===== src/verilog/rmsc_defines.vh =====
// offsets, field positions, reset values and timing counts of the mode controller
`ifndef RMSC_DEFINES_VH
`define RMSC_DEFINES_VH
// register byte offsets
`define RMSC_OFS_CONFIG 5'h00
`define RMSC_OFS_CHANNEL 5'h04
`define RMSC_OFS_SETUP 5'h08
`define RMSC_OFS_RETRY 5'h0c
`define RMSC_OFS_STATUS 5'h10
`define RMSC_OFS_CMD 5'h14
`define RMSC_OFS_FREQ 5'h18
// config fields
`define RMSC_CFG_PWR 0
`define RMSC_CFG_ROLE 1
`define RMSC_CFG_AA 2
// setup fields
`define RMSC_SET_PWR_LO 1
`define RMSC_SET_PWR_HI 2
`define RMSC_SET_RATE_UP 3
`define RMSC_SET_RATE_LO 5
// status fields
`define RMSC_ST_SENT 0
`define RMSC_ST_EXH 1
`define RMSC_ST_DROP 2
`define RMSC_ST_CS 3
// command fields
`define RMSC_CMD_PUSH 0
`define RMSC_CMD_PUSH_NOACK 1
`define RMSC_CMD_POP_RX 2
// reset values
`define RMSC_RST_CONFIG 3'h4
`define RMSC_RST_CHANNEL 7'h02
`define RMSC_RST_SETUP 8'h06
`define RMSC_RST_RETRY 8'h03
// fifo depth in slots
`define RMSC_SLOTS 2'h3
// carrier base frequency in MHz
`define RMSC_BASE_MHZ 12'h960
// timing
`define RMSC_CLK_NS 25
`define RMSC_CE_MIN_NS 10000
`define RMSC_CE_CYC ((`RMSC_CE_MIN_NS + `RMSC_CLK_NS - 1) / `RMSC_CLK_NS)
`define RMSC_CS_MIN_NS 128000
`define RMSC_CS_CYC ((`RMSC_CS_MIN_NS + `RMSC_CLK_NS - 1) / `RMSC_CLK_NS)
`define RMSC_RD_STEP_NS 250000
`define RMSC_RD_STEP_CYC (`RMSC_RD_STEP_NS / `RMSC_CLK_NS)
`endif


===== src/verilog/rmsc_top.v =====
// radio mode state controller with avalon register slave
//
// Local design decisions: register access over Avalon-MM and the register addresses.
`timescale 1ns/100ps
`include "rmsc_defines.vh"

// Behaviour
// - carrier frequency is 2400 plus channel MHz
// - rate bits pick 250k, 1M or 2M
// - power bit clear enters power down
// - registers stay accessible in power down
// - powered with activate low sits standby-I, but a pending retry still transmits
// - activate low in tx/rx returns standby-I
// - transmitter, activate high, empty fifo: standby-II
// - payload load in standby-II starts transmit
// - transmit needs power, tx role, payload, long pulse
// - transmit finishes packet, then standby-I if low
// - activate high: next packet or standby-II
// - retry after delay while retries below limit
// - await ack only with auto-ack and ack wanted
// - receiver acks only with auto-ack, ack wanted
// - receive needs power, rx role, activate high
// - receiver returns to receive after ack sent
// - receive stores valid packets in free slot
// - full receive fifo drops packet
// - receiver stays receiving until host moves it
// - carrier sense after 128 us energy
// - auto-ack off: no automatic turnarounds
// - skip-ack packet is never acknowledged
// - retries exhausted set flag and interrupt
// - unacked payload ends at tx done, no ack wait
module rmsc_top #(
    parameter CS_CYC = `RMSC_CS_CYC,
    parameter RD_STEP_CYC = `RMSC_RD_STEP_CYC
) (
    // clock and reset
    input wire ref_clk,
    input wire rst_n,
    // avalon-mm slave
    input wire [4:0] avs_address,
    input wire avs_read,
    input wire avs_write,
    input wire [3:0] avs_byteenable,
    input wire [31:0] avs_writedata,
    output reg [31:0] avs_readdata,
    output wire avs_waitrequest,
    // pins and packet engine events
    input wire ce,
    input wire rf_energy,
    input wire tx_done,
    input wire ack_rcvd,
    input wire ack_timeout,
    input wire pkt_valid,
    input wire pkt_noack,
    // radio controls and status
    output reg [2:0] radio_state,
    output reg [11:0] freq_mhz,
    output reg [1:0] rate_code,
    output reg [1:0] tx_power_level,
    output reg rx_store,
    output reg irq_n
);
    // mode states
    localparam [2:0] S_PDN = 3'd0;
    localparam [2:0] S_SB1 = 3'd1;
    localparam [2:0] S_SB2 = 3'd2;
    localparam [2:0] S_TX = 3'd3;
    localparam [2:0] S_RX = 3'd4;

    // reset release synchroniser
    reg rst_s1_q;
    reg rst_s2_q;
    always @(posedge ref_clk or negedge rst_n) begin
        if (!rst_n) begin
            rst_s1_q <= 1'b0;
            rst_s2_q <= 1'b0;
        end else begin
            rst_s1_q <= 1'b1;
            rst_s2_q <= rst_s1_q;
        end
    end
    wire rst_i_n = rst_s2_q;

    // registers
    reg [2:0] cfg_q; // power, role, auto-ack
    reg [6:0] chan_q; // channel_select
    reg [7:0] setup_q; // radio_setup
    reg [7:0] retry_q; // retry_delay high nibble, retry_limit low nibble
    reg sent_q; // sent_flag
    reg exh_q; // retry_exhausted_flag
    reg drop_q; // receive drop flag
    reg cs_q; // carrier_sense
    reg [3:0] rcnt_q; // retry_counter
    reg [2:0] st_q;
    reg [2:0] st_d;
    reg [1:0] txc_q; // tx slots used
    reg [1:0] txc_d;
    reg [2:0] txna_q; // per slot skip-ack, head at bit 0
    reg [2:0] txna_d;
    reg [1:0] rxc_q; // rx slots used
    reg ack_q; // bus answer phase

    wire pwr = cfg_q[`RMSC_CFG_PWR];
    wire role_rx = cfg_q[`RMSC_CFG_ROLE];
    wire aa = cfg_q[`RMSC_CFG_AA];
    wire [3:0] retry_limit = retry_q[3:0];
    wire [3:0] retry_delay = retry_q[7:4];

    // bus handshake: one wait cycle, then answer
    wire req = avs_read | avs_write;
    assign avs_waitrequest = req & ~ack_q;
    wire wr = avs_write & ack_q & avs_byteenable[0];
    wire wr_cfg = wr & (avs_address == `RMSC_OFS_CONFIG);
    wire wr_cmd = wr & (avs_address == `RMSC_OFS_CMD);
    wire wr_st = wr & (avs_address == `RMSC_OFS_STATUS);
    wire push = wr_cmd & (avs_writedata[`RMSC_CMD_PUSH] | avs_writedata[`RMSC_CMD_PUSH_NOACK])
        & (txc_q != `RMSC_SLOTS);
    wire pop_rx = wr_cmd & avs_writedata[`RMSC_CMD_POP_RX] & (rxc_q != 2'd0);

    // activate pin sync and pulse width count
    reg ce_s1_q;
    reg ce_s2_q;
    reg [8:0] ce_cnt_q;
    wire ce_long = (ce_cnt_q > `RMSC_CE_CYC);
    always @(posedge ref_clk or negedge rst_i_n) begin
        if (!rst_i_n) begin
            ce_s1_q <= 1'b0;
            ce_s2_q <= 1'b0;
            ce_cnt_q <= 9'h000;
        end else begin
            ce_s1_q <= ce;
            ce_s2_q <= ce_s1_q;
            // count high time, saturate just past the minimum
            if (!ce_s2_q)
                ce_cnt_q <= 9'h000;
            else if (!ce_long)
                ce_cnt_q <= ce_cnt_q + 9'h001;
        end
    end

    // retry delay timer
    reg rp_q; // retry pending
    reg [17:0] rd_tmr_q;
    reg [4:0] rd_step_q;
    wire rd_elapsed = rp_q & (rd_step_q == ({1'b0, retry_delay} + 5'd1));

    // next state and fifo events
    reg pop_tx;
    reg set_sent;
    reg set_exh;
    reg start_rp;
    reg retry_go;
    reg rx_push;
    reg rx_drop;
    reg clr_rcnt;
    reg [2:0] ptx_next;
    always @* begin
        st_d = st_q;
        pop_tx = 1'b0;
        set_sent = 1'b0;
        set_exh = 1'b0;
        start_rp = 1'b0;
        retry_go = 1'b0;
        rx_push = 1'b0;
        rx_drop = 1'b0;
        clr_rcnt = 1'b0;
        // after a delivered packet: standby-I, next packet or standby-II
        if (!ce_s2_q)
            ptx_next = S_SB1;
        else if (txc_q > 2'd1)
            ptx_next = S_TX;
        else
            ptx_next = S_SB2;
        if (!pwr) begin
            st_d = S_PDN;
        end else begin
            case (st_q)
                S_PDN: begin
                    st_d = S_SB1;
                end
                S_SB1: begin
                    if (role_rx) begin
                        if (ce_s2_q)
                            st_d = S_RX;
                    end else if (rp_q) begin
                        if (rd_elapsed) begin
                            st_d = S_TX;
                            retry_go = 1'b1;
                        end
                    end else if (txc_q != 2'd0 && ce_long && !exh_q) begin
                        st_d = S_TX;
                        clr_rcnt = 1'b1;
                    end else if (ce_s2_q && txc_q == 2'd0) begin
                        st_d = S_SB2;
                    end
                end
                S_SB2: begin
                    if (!ce_s2_q || role_rx)
                        st_d = S_SB1;
                    else if (txc_q != 2'd0) begin
                        st_d = S_TX;
                        clr_rcnt = 1'b1;
                    end
                end
                S_TX: begin
                    // the packet completes before leaving unless the power bit is cleared
                    if (tx_done) begin
                        if (role_rx) begin
                            // ack sent, carrying a pending payload if any
                            pop_tx = (txc_q != 2'd0);
                            st_d = ce_s2_q ? S_RX : S_SB1;
                        end else if (aa && !txna_q[0]) begin
                            st_d = S_RX;
                        end else begin
                            // unacked or auto-ack off: done at once
                            pop_tx = 1'b1;
                            set_sent = 1'b1;
                            st_d = ce_s2_q ? ptx_next : S_SB1;
                        end
                    end
                end
                S_RX: begin
                    if (!ce_s2_q) begin
                        st_d = S_SB1;
                    end else if (!role_rx) begin
                        // transmitter awaiting acknowledgement
                        if (ack_rcvd) begin
                            pop_tx = 1'b1;
                            set_sent = 1'b1;
                            st_d = ptx_next;
                        end else if (ack_timeout) begin
                            st_d = S_SB1;
                            if (rcnt_q < retry_limit)
                                start_rp = 1'b1;
                            else
                                set_exh = 1'b1;
                        end
                    end else if (pkt_valid) begin
                        rx_push = (rxc_q != `RMSC_SLOTS);
                        rx_drop = (rxc_q == `RMSC_SLOTS);
                        if (aa && !pkt_noack)
                            st_d = S_TX;
                    end
                end
                default: begin
                    st_d = S_PDN;
                end
            endcase
        end
    end

    // tx slot queue: pop shifts, push appends
    always @* begin
        txc_d = txc_q;
        txna_d = txna_q;
        if (pop_tx) begin
            txna_d = {1'b0, txna_d[2:1]};
            txc_d = txc_d - 2'd1;
        end
        if (push) begin
            txna_d[txc_d] = avs_writedata[`RMSC_CMD_PUSH_NOACK];
            txc_d = txc_d + 2'd1;
        end
    end

    // core state, queues, flags and retry timing
    always @(posedge ref_clk or negedge rst_i_n) begin
        if (!rst_i_n) begin
            st_q <= S_PDN;
            txc_q <= 2'd0;
            txna_q <= 3'h0;
            rxc_q <= 2'd0;
            sent_q <= 1'b0;
            exh_q <= 1'b0;
            drop_q <= 1'b0;
            rcnt_q <= 4'h0;
            rp_q <= 1'b0;
            rd_tmr_q <= 18'h0_0000;
            rd_step_q <= 5'h00;
        end else begin
            st_q <= st_d;
            txc_q <= txc_d;
            txna_q <= txna_d;
            rxc_q <= rxc_q + {1'b0, rx_push} - {1'b0, pop_rx};
            // sticky flags, a new event beats a clear
            sent_q <= set_sent | (sent_q & ~(wr_st & avs_writedata[`RMSC_ST_SENT]));
            exh_q <= set_exh | (exh_q & ~(wr_st & avs_writedata[`RMSC_ST_EXH]));
            drop_q <= rx_drop | (drop_q & ~(wr_st & avs_writedata[`RMSC_ST_DROP]));
            // retries per transaction
            if (clr_rcnt)
                rcnt_q <= 4'h0;
            else if (retry_go)
                rcnt_q <= rcnt_q + 4'h1;
            // delay counts in steps while pending in standby-I
            if (start_rp) begin
                rp_q <= 1'b1;
                rd_tmr_q <= 18'h0_0000;
                rd_step_q <= 5'h00;
            end else if (retry_go || st_q != S_SB1) begin
                rp_q <= 1'b0;
            end else if (rp_q && !rd_elapsed) begin
                if (rd_tmr_q == RD_STEP_CYC[17:0] - 18'h0_0001) begin
                    rd_tmr_q <= 18'h0_0000;
                    rd_step_q <= rd_step_q + 5'h01;
                end else begin
                    rd_tmr_q <= rd_tmr_q + 18'h0_0001;
                end
            end
        end
    end

    // carrier sense filter, only in receive
    reg [12:0] cs_cnt_q;
    always @(posedge ref_clk or negedge rst_i_n) begin
        if (!rst_i_n) begin
            cs_cnt_q <= 13'h0000;
            cs_q <= 1'b0;
        end else if (st_q != S_RX || !rf_energy) begin
            cs_cnt_q <= 13'h0000;
            cs_q <= 1'b0;
        end else if (cs_cnt_q == CS_CYC[12:0] - 13'h0001) begin
            cs_q <= 1'b1;
        end else begin
            cs_cnt_q <= cs_cnt_q + 13'h0001;
        end
    end

    // configuration registers, written in any state
    always @(posedge ref_clk or negedge rst_i_n) begin
        if (!rst_i_n) begin
            cfg_q <= `RMSC_RST_CONFIG;
            chan_q <= `RMSC_RST_CHANNEL;
            setup_q <= `RMSC_RST_SETUP;
            retry_q <= `RMSC_RST_RETRY;
        end else begin
            if (wr_cfg)
                cfg_q <= avs_writedata[2:0];
            if (wr && avs_address == `RMSC_OFS_CHANNEL)
                chan_q <= avs_writedata[6:0];
            if (wr && avs_address == `RMSC_OFS_SETUP)
                setup_q <= avs_writedata[7:0];
            if (wr && avs_address == `RMSC_OFS_RETRY)
                retry_q <= avs_writedata[7:0];
        end
    end

    // read mux, captured on the waiting cycle
    reg [31:0] rd_mux;
    always @* begin
        case (avs_address)
            `RMSC_OFS_CONFIG: rd_mux = {29'h0, cfg_q};
            `RMSC_OFS_CHANNEL: rd_mux = {25'h0, chan_q};
            `RMSC_OFS_SETUP: rd_mux = {24'h0, setup_q};
            `RMSC_OFS_RETRY: rd_mux = {24'h0, retry_q};
            `RMSC_OFS_STATUS: rd_mux = {16'h0, rxc_q, txc_q, 1'b0, st_q, rcnt_q,
                cs_q, drop_q, exh_q, sent_q};
            `RMSC_OFS_FREQ: rd_mux = {20'h0, freq_mhz};
            default: rd_mux = 32'h0000_0000; // unmapped reads zero
        endcase
    end

    // bus slave and registered outputs
    always @(posedge ref_clk or negedge rst_i_n) begin
        if (!rst_i_n) begin
            ack_q <= 1'b0;
            avs_readdata <= 32'h0000_0000;
            radio_state <= S_PDN;
            freq_mhz <= `RMSC_BASE_MHZ;
            rate_code <= 2'd0;
            tx_power_level <= 2'd0;
            rx_store <= 1'b0;
            irq_n <= 1'b1;
        end else begin
            ack_q <= req & ~ack_q;
            if (avs_read && !ack_q)
                avs_readdata <= rd_mux;
            radio_state <= st_q;
            freq_mhz <= `RMSC_BASE_MHZ + {5'h00, chan_q};
            // 00 1M, 01 2M, 1x 250k
            if (setup_q[`RMSC_SET_RATE_LO])
                rate_code <= 2'd2;
            else
                rate_code <= {1'b0, setup_q[`RMSC_SET_RATE_UP]};
            tx_power_level <= setup_q[`RMSC_SET_PWR_HI:`RMSC_SET_PWR_LO];
            rx_store <= rx_push;
            irq_n <= ~(sent_q | exh_q | (rxc_q != 2'd0));
        end
    end
endmodule // rmsc_top


===== config.mk =====
export PLATFORM = sky130hd
export DESIGN_NAME = rmsc_top
export DESIGN_NICKNAME = d
export VERILOG_FILES = /design/src/verilog/rmsc_top.v
export VERILOG_INCLUDE_DIRS = /design/src /design/src/verilog
export SDC_FILE = /design/constraint.sdc
export NUM_CORES = 1
export LEC_CHECK = 0
export ABC_AREA = 1
export BUFFER_PORTS_ARGS = -buffer_cell sky130_fd_sc_hd__buf_2
export CORE_MARGIN = 2
export CORE_UTILIZATION = 40
export DETAILED_ROUTE_END_ITERATION = 10
export PLACE_DENSITY = 0.59
export SLEW_MARGIN = 15
export SYNTH_ARGS = -nofsm -noshare
export SYNTH_HDL_FRONTEND = slang
export SYNTH_SLANG_ARGS = --single-unit

===== constraint.sdc =====
create_clock -name ref_clk -period 6.4 [get_ports ref_clk]
set_clock_uncertainty 0.15 [all_clocks]
set_input_delay 0.64 -clock ref_clk [delete_from_list [all_inputs] [get_ports ref_clk]]
set_output_delay 0.64 -clock ref_clk [all_outputs]
set_load 0.02 [all_outputs]

# Word-level counts from Yosys, hierarchy flattened

Index checks and enable logic that the tools add are counted.

Memories kept: 0
ROM bits: 0
RAM bits: 0
Bits in latches: 0
Output and inout bits: 54
Word-level logic and storage cells: 235
Register bits: 148
Bits of input ports: 52

Multiply operators: 0
Add/subtract/negate cells: 11
Mux-type cells: 97
Shifts and indexed selects: 0
Equality and inequality tests: 29
Bitwise gates (word level): 29
Magnitude comparators: 5
Divide/modulo/power cells: 0
Reductions and logical operators: 34

Operators by type and width:

| cell                  | count |
|---|---|
| $pmux 16 s6           | 1 |
| $mux 18               | 4 |
| $mux 3                | 22 |
| $mux 1                | 51 |
| $mux 13               | 2 |
| $mux 5                | 4 |
| $add 18x1->18 const B | 1 |
| $eq 18x14->1 const B  | 1 |
| $mux 9                | 2 |
| $and 1x1->1           | 17 |
| $eq 5x5->1 const B    | 3 |
| $ne 5x5->1 const B    | 3 |
| $pmux 3 s5            | 1 |
| $reduce_bool 2->1     | 7 |
| $add 13x1->13 const B | 1 |
| $eq 13x13->1 const B  | 1 |
| $add 12x7->12 const A | 1 |
| $ne 6x6->1 const B    | 2 |
| $logic_and 1x1->1     | 11 |
| $eq 5x4->1 const B    | 2 |
| $ne 2x2->1 const B    | 5 |
| $add 9x1->9 const B   | 1 |
| $gt 9x9->1 const B    | 1 |
| $mux 4                | 2 |
| other kinds (34)      | 59 |

# Logic depth before layout (Yosys ltp)

Gate-level depths: netlist (run 1).

Depth after elaboration: 14
Depth in mapped cells: 14
Mapped depth without buffers: 14

# Worst setup path after synthesis (run 1)

Ideal clock, no wire load.

Kind: reg-to-reg
Start: register txc_q[0]
End: register txna_q[0]
Path buffers: 0
Library setup time: 0.082 ns
Data required time: 6.168 ns
Path slack: 4.336 ns
Period minus slack after synthesis: 2.064 ns
Stages on the path, launching flop included: 12
Data arrival time: 1.832 ns
Path through: dfrtp_1 inv_1 ha_1 a21oi_1 nand3_1 a21oi_4 xor2_2 inv_1 ha_1 nand2_1 nor2_1 a31oi_1

Word-level cells in the longest chain between the ends: 12
Elaborated cells on any way between the ends: 17
Classes of those cells: add/sub: 1; order compare: 2; eq/ne: 1; mux: 10; bitwise: 1; reduce/logical: 2

Ends and longest elaborated chain:

| item                                            | line           | text |
|---|---|---|
| start: declaration                              | rmsc_top.v:96  | `reg [1:0] txc_q;` |
| start signal: assignment                        | rmsc_top.v:282 | `txc_q <= txc_d;` |
| $reduce_bool 2->1                               | rmsc_top.v:210 | `pop_tx = (txc_q != 2'd0);` |
| $mux 1                                          | rmsc_top.v:208 | `if (role_rx) begin` |
| $mux 1                                          | rmsc_top.v:207 | `if (tx_done) begin` |
| $pmux 1 s2                                      | rmsc_top.v:177 | `case (st_q)` |
| $mux 1                                          | rmsc_top.v:174 | `if (!pwr) begin` |
| $mux 2                                          | rmsc_top.v:256 | `if (pop_tx) begin` |
| $lt 2x3->1 / $ge 2x1->1 (equally long branches) | rmsc_top.v:261 | `` txna_d[txc_d] = avs_writedata[`RMSC_CMD_PUSH_NOACK]; `` |
| $logic_and 1x1->1                               | rmsc_top.v:261 |  |
| $mux 1                                          | rmsc_top.v:261 |  |
| $demux 1 s2                                     | rmsc_top.v:261 |  |
| $bwmux 3                                        | rmsc_top.v:261 |  |
| $mux 3 (*)                                      | rmsc_top.v:260 | `if (push) begin` |
| named net txna_d[0]                             | rmsc_top.v:99  | `reg [2:0] txna_d;` |
| end signal: assignment                          | rmsc_top.v:283 | `txna_q <= txna_d;` |
| end: declaration                                | rmsc_top.v:98  | `reg [2:0] txna_q;` |

The timed path passes the listed nets; every way through them passes the cells marked *.
A chain may end at the register's enable or synchronous reset.

# Worst setup path after layout (run 1)

Start: register retry_q[4]
End: register rd_tmr_q[10]

Word-level cells in the longest chain between the ends: 11
Elaborated cells on any way between the ends: 14
Classes of those cells: add/sub: 1; eq/ne: 2; mux: 5; bitwise: 1; reduce/logical: 5

Ends and longest elaborated chain:

| item                                  | line           | text |
|---|---|---|
| start: declaration                    | rmsc_top.v:88  | `reg [7:0] retry_q;` |
| start signal: assignment              | rmsc_top.v:334 | `` retry_q <= `RMSC_RST_RETRY; `` |
| start signal: assignment              | rmsc_top.v:343 | `retry_q <= avs_writedata[7:0];` |
| $add 4x1->5 (*)                       | rmsc_top.v:145 | `wire rd_elapsed = rp_q & (rd_step_q == ({1'b0, retry_delay} + 5'd1));` |
| $eq 5x5->1 (*)                        | rmsc_top.v:145 |  |
| $and 1x1->1 (*)                       | rmsc_top.v:145 |  |
| $mux 1                                | rmsc_top.v:186 | `if (rd_elapsed) begin` |
| $mux 1                                | rmsc_top.v:185 | `end else if (rp_q) begin` |
| $mux 1                                | rmsc_top.v:182 | `if (role_rx) begin` |
| $mux 1                                | rmsc_top.v:177 |  |
| $mux 1                                | rmsc_top.v:174 |  |
| $logic_or 1x1->1                      | rmsc_top.v:299 | `end else if (retry_go \|\| st_q != S_SB1) begin` |
| $ne 2x2->1 (no source line)           | --             |  |
| $reduce_and 2->1 (no source line) (*) | --             |  |
| end signal: assignment                | rmsc_top.v:306 | `rd_tmr_q <= rd_tmr_q + 18'h0_0001;` |
| end: declaration                      | rmsc_top.v:143 | `reg [17:0] rd_tmr_q;` |

Every way passes the cells marked *; elsewhere a longest branch is shown, timed or not.

==> reports/qor.txt, run 1 <==
Final setup violation count: 0
Crit path to: rd_tmr_q[10]$_DFFE_PN0P_
Area Overhead vs Synth: 14.3%
Total power: 1.89 mW
Largest net degree at the start of global routing: 70
R2r setup slk: 3.66 ns
CP Class: reg2reg
Pwr per Cell Area: 244 nW/um2
First-pass GRT wire length: 26500 um
Share of cells above drive strength 1: 0.125
1st-iter DRT viols: 453
Antenna-violating nets left: 0
Met1 global-route usage: 0.253
Htree depth: 4
CP most frequent cell: nand2_1
Met3 global-route usage: 0.0382
Reg2reg path depth: 11
Syn_area_per_cell: 7.81 um2
Hold Crit Class: in2reg
Vias in the first global route: 5422
FP Rows: 47
Sink Count: 128
Yosys warns: 0
Post-synthesis sequential area ratio: 0.475
Worst setup path startpoint: retry_q[4]$_DFFE_PN0P_
Die Y: 134 um
Crit path capture type: flop
RSZ-0062 raised after global routing: false
Ys async rst share: 1.00
R2R Path Start: retry_q[4]$_DFFE_PN0P_
Final WL: 15700 um
Worst Path Arrival: 2.93 ns
GR peak layer: met2
Total CTS buffers: 17
Port Buffers: 58
Dpl hpwl: 11300 um
Initial antenna violation count: 0
Maximum fanout along the worst path: 29
Max clock buf depth: 2
Max-slew violation count: 0
Mapped Cells: 867
Initial Utilization: 0.408
Critical path depth: 11
Peak supply drop: 0.184 mV
Width of the die: 134 um
Status: finished clean
# IOs: 106
Fin. Hold Viols: 0
Grt met2 use: 0.295
Tightest Pin Transition: 0.879 ns
Core Area: 16600 um2
Post-synth EDFFs: 0
CTS tree: built
Vias per inst: 4.88
Max-slew headroom: 0.412
# Post-CTS Setup Buffers: 0
DR pass1 iterations: 5
Antenna cells: 0
WL per Instance: 13.5 um
Leak pwr: 3.99 nW
CP top delay family: simple AND/OR/NAND/NOR gates
Worst r2r dst: rd_tmr_q[10]$_DFFE_PN0P_
Final core occ: 0.467
Tot GR Track Use: 0.185
Placer Congestion: 0.887
Clk pin slew, worst setup/hold paths: 0.06 ns
Final Cycle Share: 0.428
Vias: 5681
Netlist cell types: 42
Critical-path cell list: ha_1 > inv_1 > nand2_1 > nand2_1 > nor2_1 > nand3_1 > o21ai_1 > nand2_2 > nand2_1 > o21ai_1 > a21oi_1
Grt total ovfl: 0
Crit-path slowest cell: nand2_1
Predominant post-synthesis flop cell: dfrtp_1
Peak Freq: 0.365 GHz
Mapped Area: 6770 um2
Setup_tns: 0 ns
Post-route minimum period: 2.74 ns
Register bit total from synthesis: 128
Longest individual stage delay on the worst path: 0.45 ns
CP bufs+invs: 1
Die Area: 18000 um2
Max Cap Violations: 0
Nets@finish: 1002
Root Buffer Master: clkbuf_16
Residual DRC: 0
Clk_lat worst skew: 0.42 ns
Type of origin of the critical path: flop
WP data required: 6.59 ns
-- layout make-up --
type                            instances  area [um2]
Timing Repair Buffer                   60         308
Fill cell                            1693        8850
Clock buffer                           18         429
Clock inverter                         14         109
Multi-Input combinational cell        602        2940
Tap cell                              220         275
Inverter                              122         458
Sequential cell                       128        3220
-- sequential cells by signal, indices dropped and copies added, names as in the netlist, 3 cells and up --
signal        cells
radio_state       3
freq_mhz          8
st_q              3
cfg_q             3
setup_q           8
retry_q           8
avs_readdata     16
rcnt_q            4
chan_q            7
txna_q            3
rd_step_q         5
ce_cnt_q          9
rd_tmr_q         18
cs_cnt_q         13
-- how the worst min path moves through the flow --
| stage | startpoint | to | cells past startpoint |
|---|---|---|---|
| after floorplan | ce_s1_q$_DFF_PN0_ | ce_s2_q$_DFF_PN0_ | 0 |
| after global placement | ce_s1_q$_DFF_PN0_ | ce_s2_q$_DFF_PN0_ | 0 |
| after detailed placement | ce_s1_q$_DFF_PN0_ | ce_s2_q$_DFF_PN0_ | 0 |
| after CTS | ce | ce_s1_q$_DFF_PN0_ | 1 |
| after global routing | ce | ce_s1_q$_DFF_PN0_ | 1 |
| final | ce | ce_s1_q$_DFF_PN0_ | 1 |
-- cells in the final DEF, fill, tap and decap left out, types with 4 or more instances in the layout --
cell,Yosys,routed
nand3_1,50,50
ha_1,19,19
nand2_1,225,225
nor4_1,4,4
xor2_1,6,6
clkinvlp_4,0,5
inv_6,0,4
buf_2,1,58
clkbuf_16,0,17
o21ai_1,13,13
conb_1,2,21
nor3_1,19,19
nor2_1,73,73
a21oi_1,34,34
inv_1,114,114
dfstp_2,9,9
inv_2,7,7
dfrtp_1,119,118
nand4_1,23,23
o21ai_0,81,81
-- synth_stat cells (2+ instances only) --
cell type,instances,area share
a211oi_1,2,0.0022
o31ai_1,3,0.0033
ha_1,19,0.035
nor2_1,73,0.040
nand4_1,23,0.021
nor3_1,19,0.014
o22ai_1,2,0.0018
a21oi_1,34,0.025
nand2_1,225,0.12
conb_1,2,0.0011
o211a_1,2,0.0030
o21ai_1,13,0.0096
nand3_1,50,0.037
nor3b_1,2,0.0022
inv_2,7,0.0039
clkbuf_1,10,0.0055
o21ai_0,81,0.060
inv_1,114,0.063
xnor2_1,3,0.0039
buf_6,3,0.0050
nor4_1,4,0.0037
xor2_1,6,0.0078
buf_4,20,0.022
nand2_2,3,0.0028
a31oi_1,3,0.0028
o21bai_1,2,0.0022
dfstp_2,9,0.035
dfrtp_1,119,0.44
-- metrics by stage --
| step | setup WS, ns | instance area (um2) | hold slack [ns] | cells |
|---|---|---|---|---|
| global placement | 3.67 | 7190 | 0.185 | 1131 |
| detailed placement | 3.67 | 7190 | 0.186 | 1131 |
| global route | 3.44 | 7740 | 0.155 | 1164 |
| floorplan | 2.44 | 6840 | 0.181 | 886 |
| CTS | 3.65 | 7740 | 0.161 | 1164 |
| finish | 3.66 | 7740 | 0.175 | 1164 |
-- logic make-up after synthesis --
group                    Yosys count  synth area share
XOR/XNOR                          10            0.0141
AO/OA/AOI/OAI                    148             0.118
adder cells (fa/ha/maj)           19            0.0351
AND/OR/NAND/NOR                  404             0.255
flip-flops                       128             0.475
buffers and inverters            156             0.101
other                              2           0.00111
-- repair_timing --
action | in CTS | in global routing
hold buffers | 1 | 0
resized for setup | 0 | 0
endpoints found under the hold margin | 2 | 0
-- layer usage --
metal	wire (um)	share of wire	vias up
li1	-	-	2892
met1	7580	0.48	2638
met3	696	0.044	18
met2	7180	0.46	133
met4	222	0.014	0
met5	0	0	-
-- power by group --
| group | internal, mW | switching [mW] | total [mW] |
|---|---|---|---|
| clock | 0.498 | 0.380 | 0.879 |
| sequential | 0.842 | 0.0354 | 0.878 |
| combinational | 0.0375 | 0.0914 | 0.129 |
| total | 1.38 | 0.507 | 1.89 |
No activity file was read; power rests on OpenSTA's default activity.
==> run 2, diff against run 1 <==
Clock period 6.4 ns to 2.76 ns, I/O delays scaled along.
==> reports/qor.txt, run 2 (synthesized netlist as in run 1, its figures left out) <==
Top flop regs: rd_tmr_q x18, avs_readdata x16, cs_cnt_q x13
Maximum fanout along the worst path: 9
Max-slew headroom: 0.649
Largest net degree at the start of global routing: 47
Initial antenna violation count: 0
Max clock buf depth: 2
Clk_lat worst skew: 0.42 ns
Largest register FFs: 18
CP Class: reg2reg
Share of cells above drive strength 1: 0.133
First-pass GRT wire length: 26700 um
Placer Congestion: 0.874
Tot GR Track Use: 0.185
Setup_tns: 0 ns
Fin worst setup slack: 0.388 ns
Leak pwr: 4.10 nW
Width of the die: 134 um
Vias: 5788
Total CTS buffers: 17
Post-route minimum period: 2.37 ns
Nets@finish: 1016
Max-slew violation count: 0
Clk pin slew, worst setup/hold paths: 0.06 ns
Worst Path Arrival: 2.53 ns
Die Area: 18000 um2
Peak supply drop: 0.476 mV
Vias in the first global route: 5618
Routed wl met2: 7310 um
CTS tree: built
Peak Freq: 0.422 GHz
Reg2reg path depth: 13
Status: finished clean
Root Buffer Master: clkbuf_16
WP data required: 2.92 ns
CP top delay family: simple AND/OR/NAND/NOR gates
Post_cts resized: 0
Residual DRC: 0
Placed Area: 7280 um2
Hold Crit Class: in2reg
Grt total ovfl: 0
Largest register by flop count: rd_tmr_q
WHS Path Cells: 3
DR top layer: met4
Metal3 WL: 679 um
Hold_buf cts: 6
Final Cycle Share: 0.860
Filler cells: 1666
Most frequent cells in the layout: 225 x nand2_1, 118 x dfrtp_1, 114 x inv_1, 81 x o21ai_0, 73 x nor2_1
CP bufs+invs: 4
Fin. Hold Viols: 0
# Post-CTS Setup Buffers: 0
Initial Utilization: 0.408
Antenna cells: 0
Crit path capture type: flop
Most common cell after layout, fill and taps aside: nand2_1
Critical-path cell list: ha_1 > inv_1 > nand2_1 > nand2_1 > nor2_1 > nand3_1 > o21ai_1 > nand2_2 > buf_4 > inv_2 > nor2_1 > o21ai_1 > inv_2
Dpl hpwl: 11500 um
Dpl ws: 0.400 ns
Longest individual stage delay on the worst path: 0.42 ns
FF+latch area: 3220 um2
Final setup violation count: 0
Pwr per Cell Area: 583 nW/um2
Critical path depth: 13
Multi-input logic area: 2940 um2
M1 WL: 7440 um
Final WL: 15600 um
RSZ-0062 raised after global routing: false
WL per Instance: 13.3 um
Vias per inst: 4.91
Area Overhead vs Synth: 17.3%
DR pass1 iterations: 5
Die Y: 134 um
# IOs: 106
Antenna-violating nets left: 0
Tightest Pin Transition: 0.527 ns
1st-iter DRT viols: 457
Crit-path slowest cell: dfrtp_1
Type of origin of the critical path: flop
Port Buffers: 58
Core Area: 16600 um2
FP Rows: 47
Sink Count: 128
Max Cap Violations: 0
Post-layout instance area: 7940 um2
Htree depth: 4
[run 2: changes by cell type in the layout (fill, tap and decap cells not counted)]
cell           previous run  this run
clkinvlp_4                5         3
inv_6                     4         0
bufinv_16                 0         3
dlygate4sd3_1             1         6
clkinv_2                  2         5
clkinv_4                  3         2
inv_8                     0         1
buf_4                     1         8
buf_12                    0         2
[run 2: tightest hold or removal path, cell delays in order]
cell and delay [ns]:
buf_2 0.10, inv_1 0.07, o21ai_0 0.09
[run 2: power breakdown]
part	internal, mW	switching (mW)	total (mW)
clock	1.42	0.856	2.27
combinational	0.102	0.227	0.330
sequential	1.95	0.0665	2.02
total	3.47	1.15	4.62
[run 2: final cells by class]
| cell class | count | area share |
|---|---|---|
| flip-flops and latches | 128 | 0.405 |
| multi-input cells | 602 | 0.370 |
| inverters | 122 | 0.0577 |
| repair buffers | 74 | 0.0567 |
| clock buffers | 18 | 0.0541 |
| well taps | 220 | 0.0347 |
| clock inverters | 14 | 0.0210 |
[run 2: through the flow]
step	std cells	power (mW)	utilization	hold WS, ns
CTS	1178	4.67	0.479	0.000665
finish	1178	4.62	0.479	0.0103
floorplan	886	2.27	-	-0.170
global placement	1140	2.38	0.439	-0.0839
global route	1178	4.80	0.479	0.0290
detailed placement	1140	2.38	0.439	-0.0850
[run 2: path summary, 6_finish.rpt]
| path | startpoint | slack [ns] | endpoint |
|---|---|---|---|
| setup / recovery | retry_q[4]$_DFFE_PN0P_ | 0.39 | rd_tmr_q[2]$_DFFE_PN0P_ |
| min in group asynchronous | rst_i_n$_DFF_PN0_ | 0.17 | cs_cnt_q[0]$_DFFE_PN0P_ |
| hold reg to reg | rst_i_n$_DFF_PN0_ | 0.17 | cs_cnt_q[0]$_DFFE_PN0P_ |
| hold / removal | avs_writedata[7] | 0.01 | retry_q[7]$_DFFE_PN0P_ |
| setup reg to reg | retry_q[4]$_DFFE_PN0P_ | 0.39 | rd_tmr_q[2]$_DFFE_PN0P_ |
| max in group asynchronous | rst_i_n$_DFF_PN0_ | 1.61 | cfg_q[2]$_DFFE_PN1P_ |
[run 2: metal layers]
metal	up-vias	track usage
met3	16	0.0401
met1	2712	0.245
met2	133	0.304
met5	-	0
li1	2927	-
met4	0	0.0591
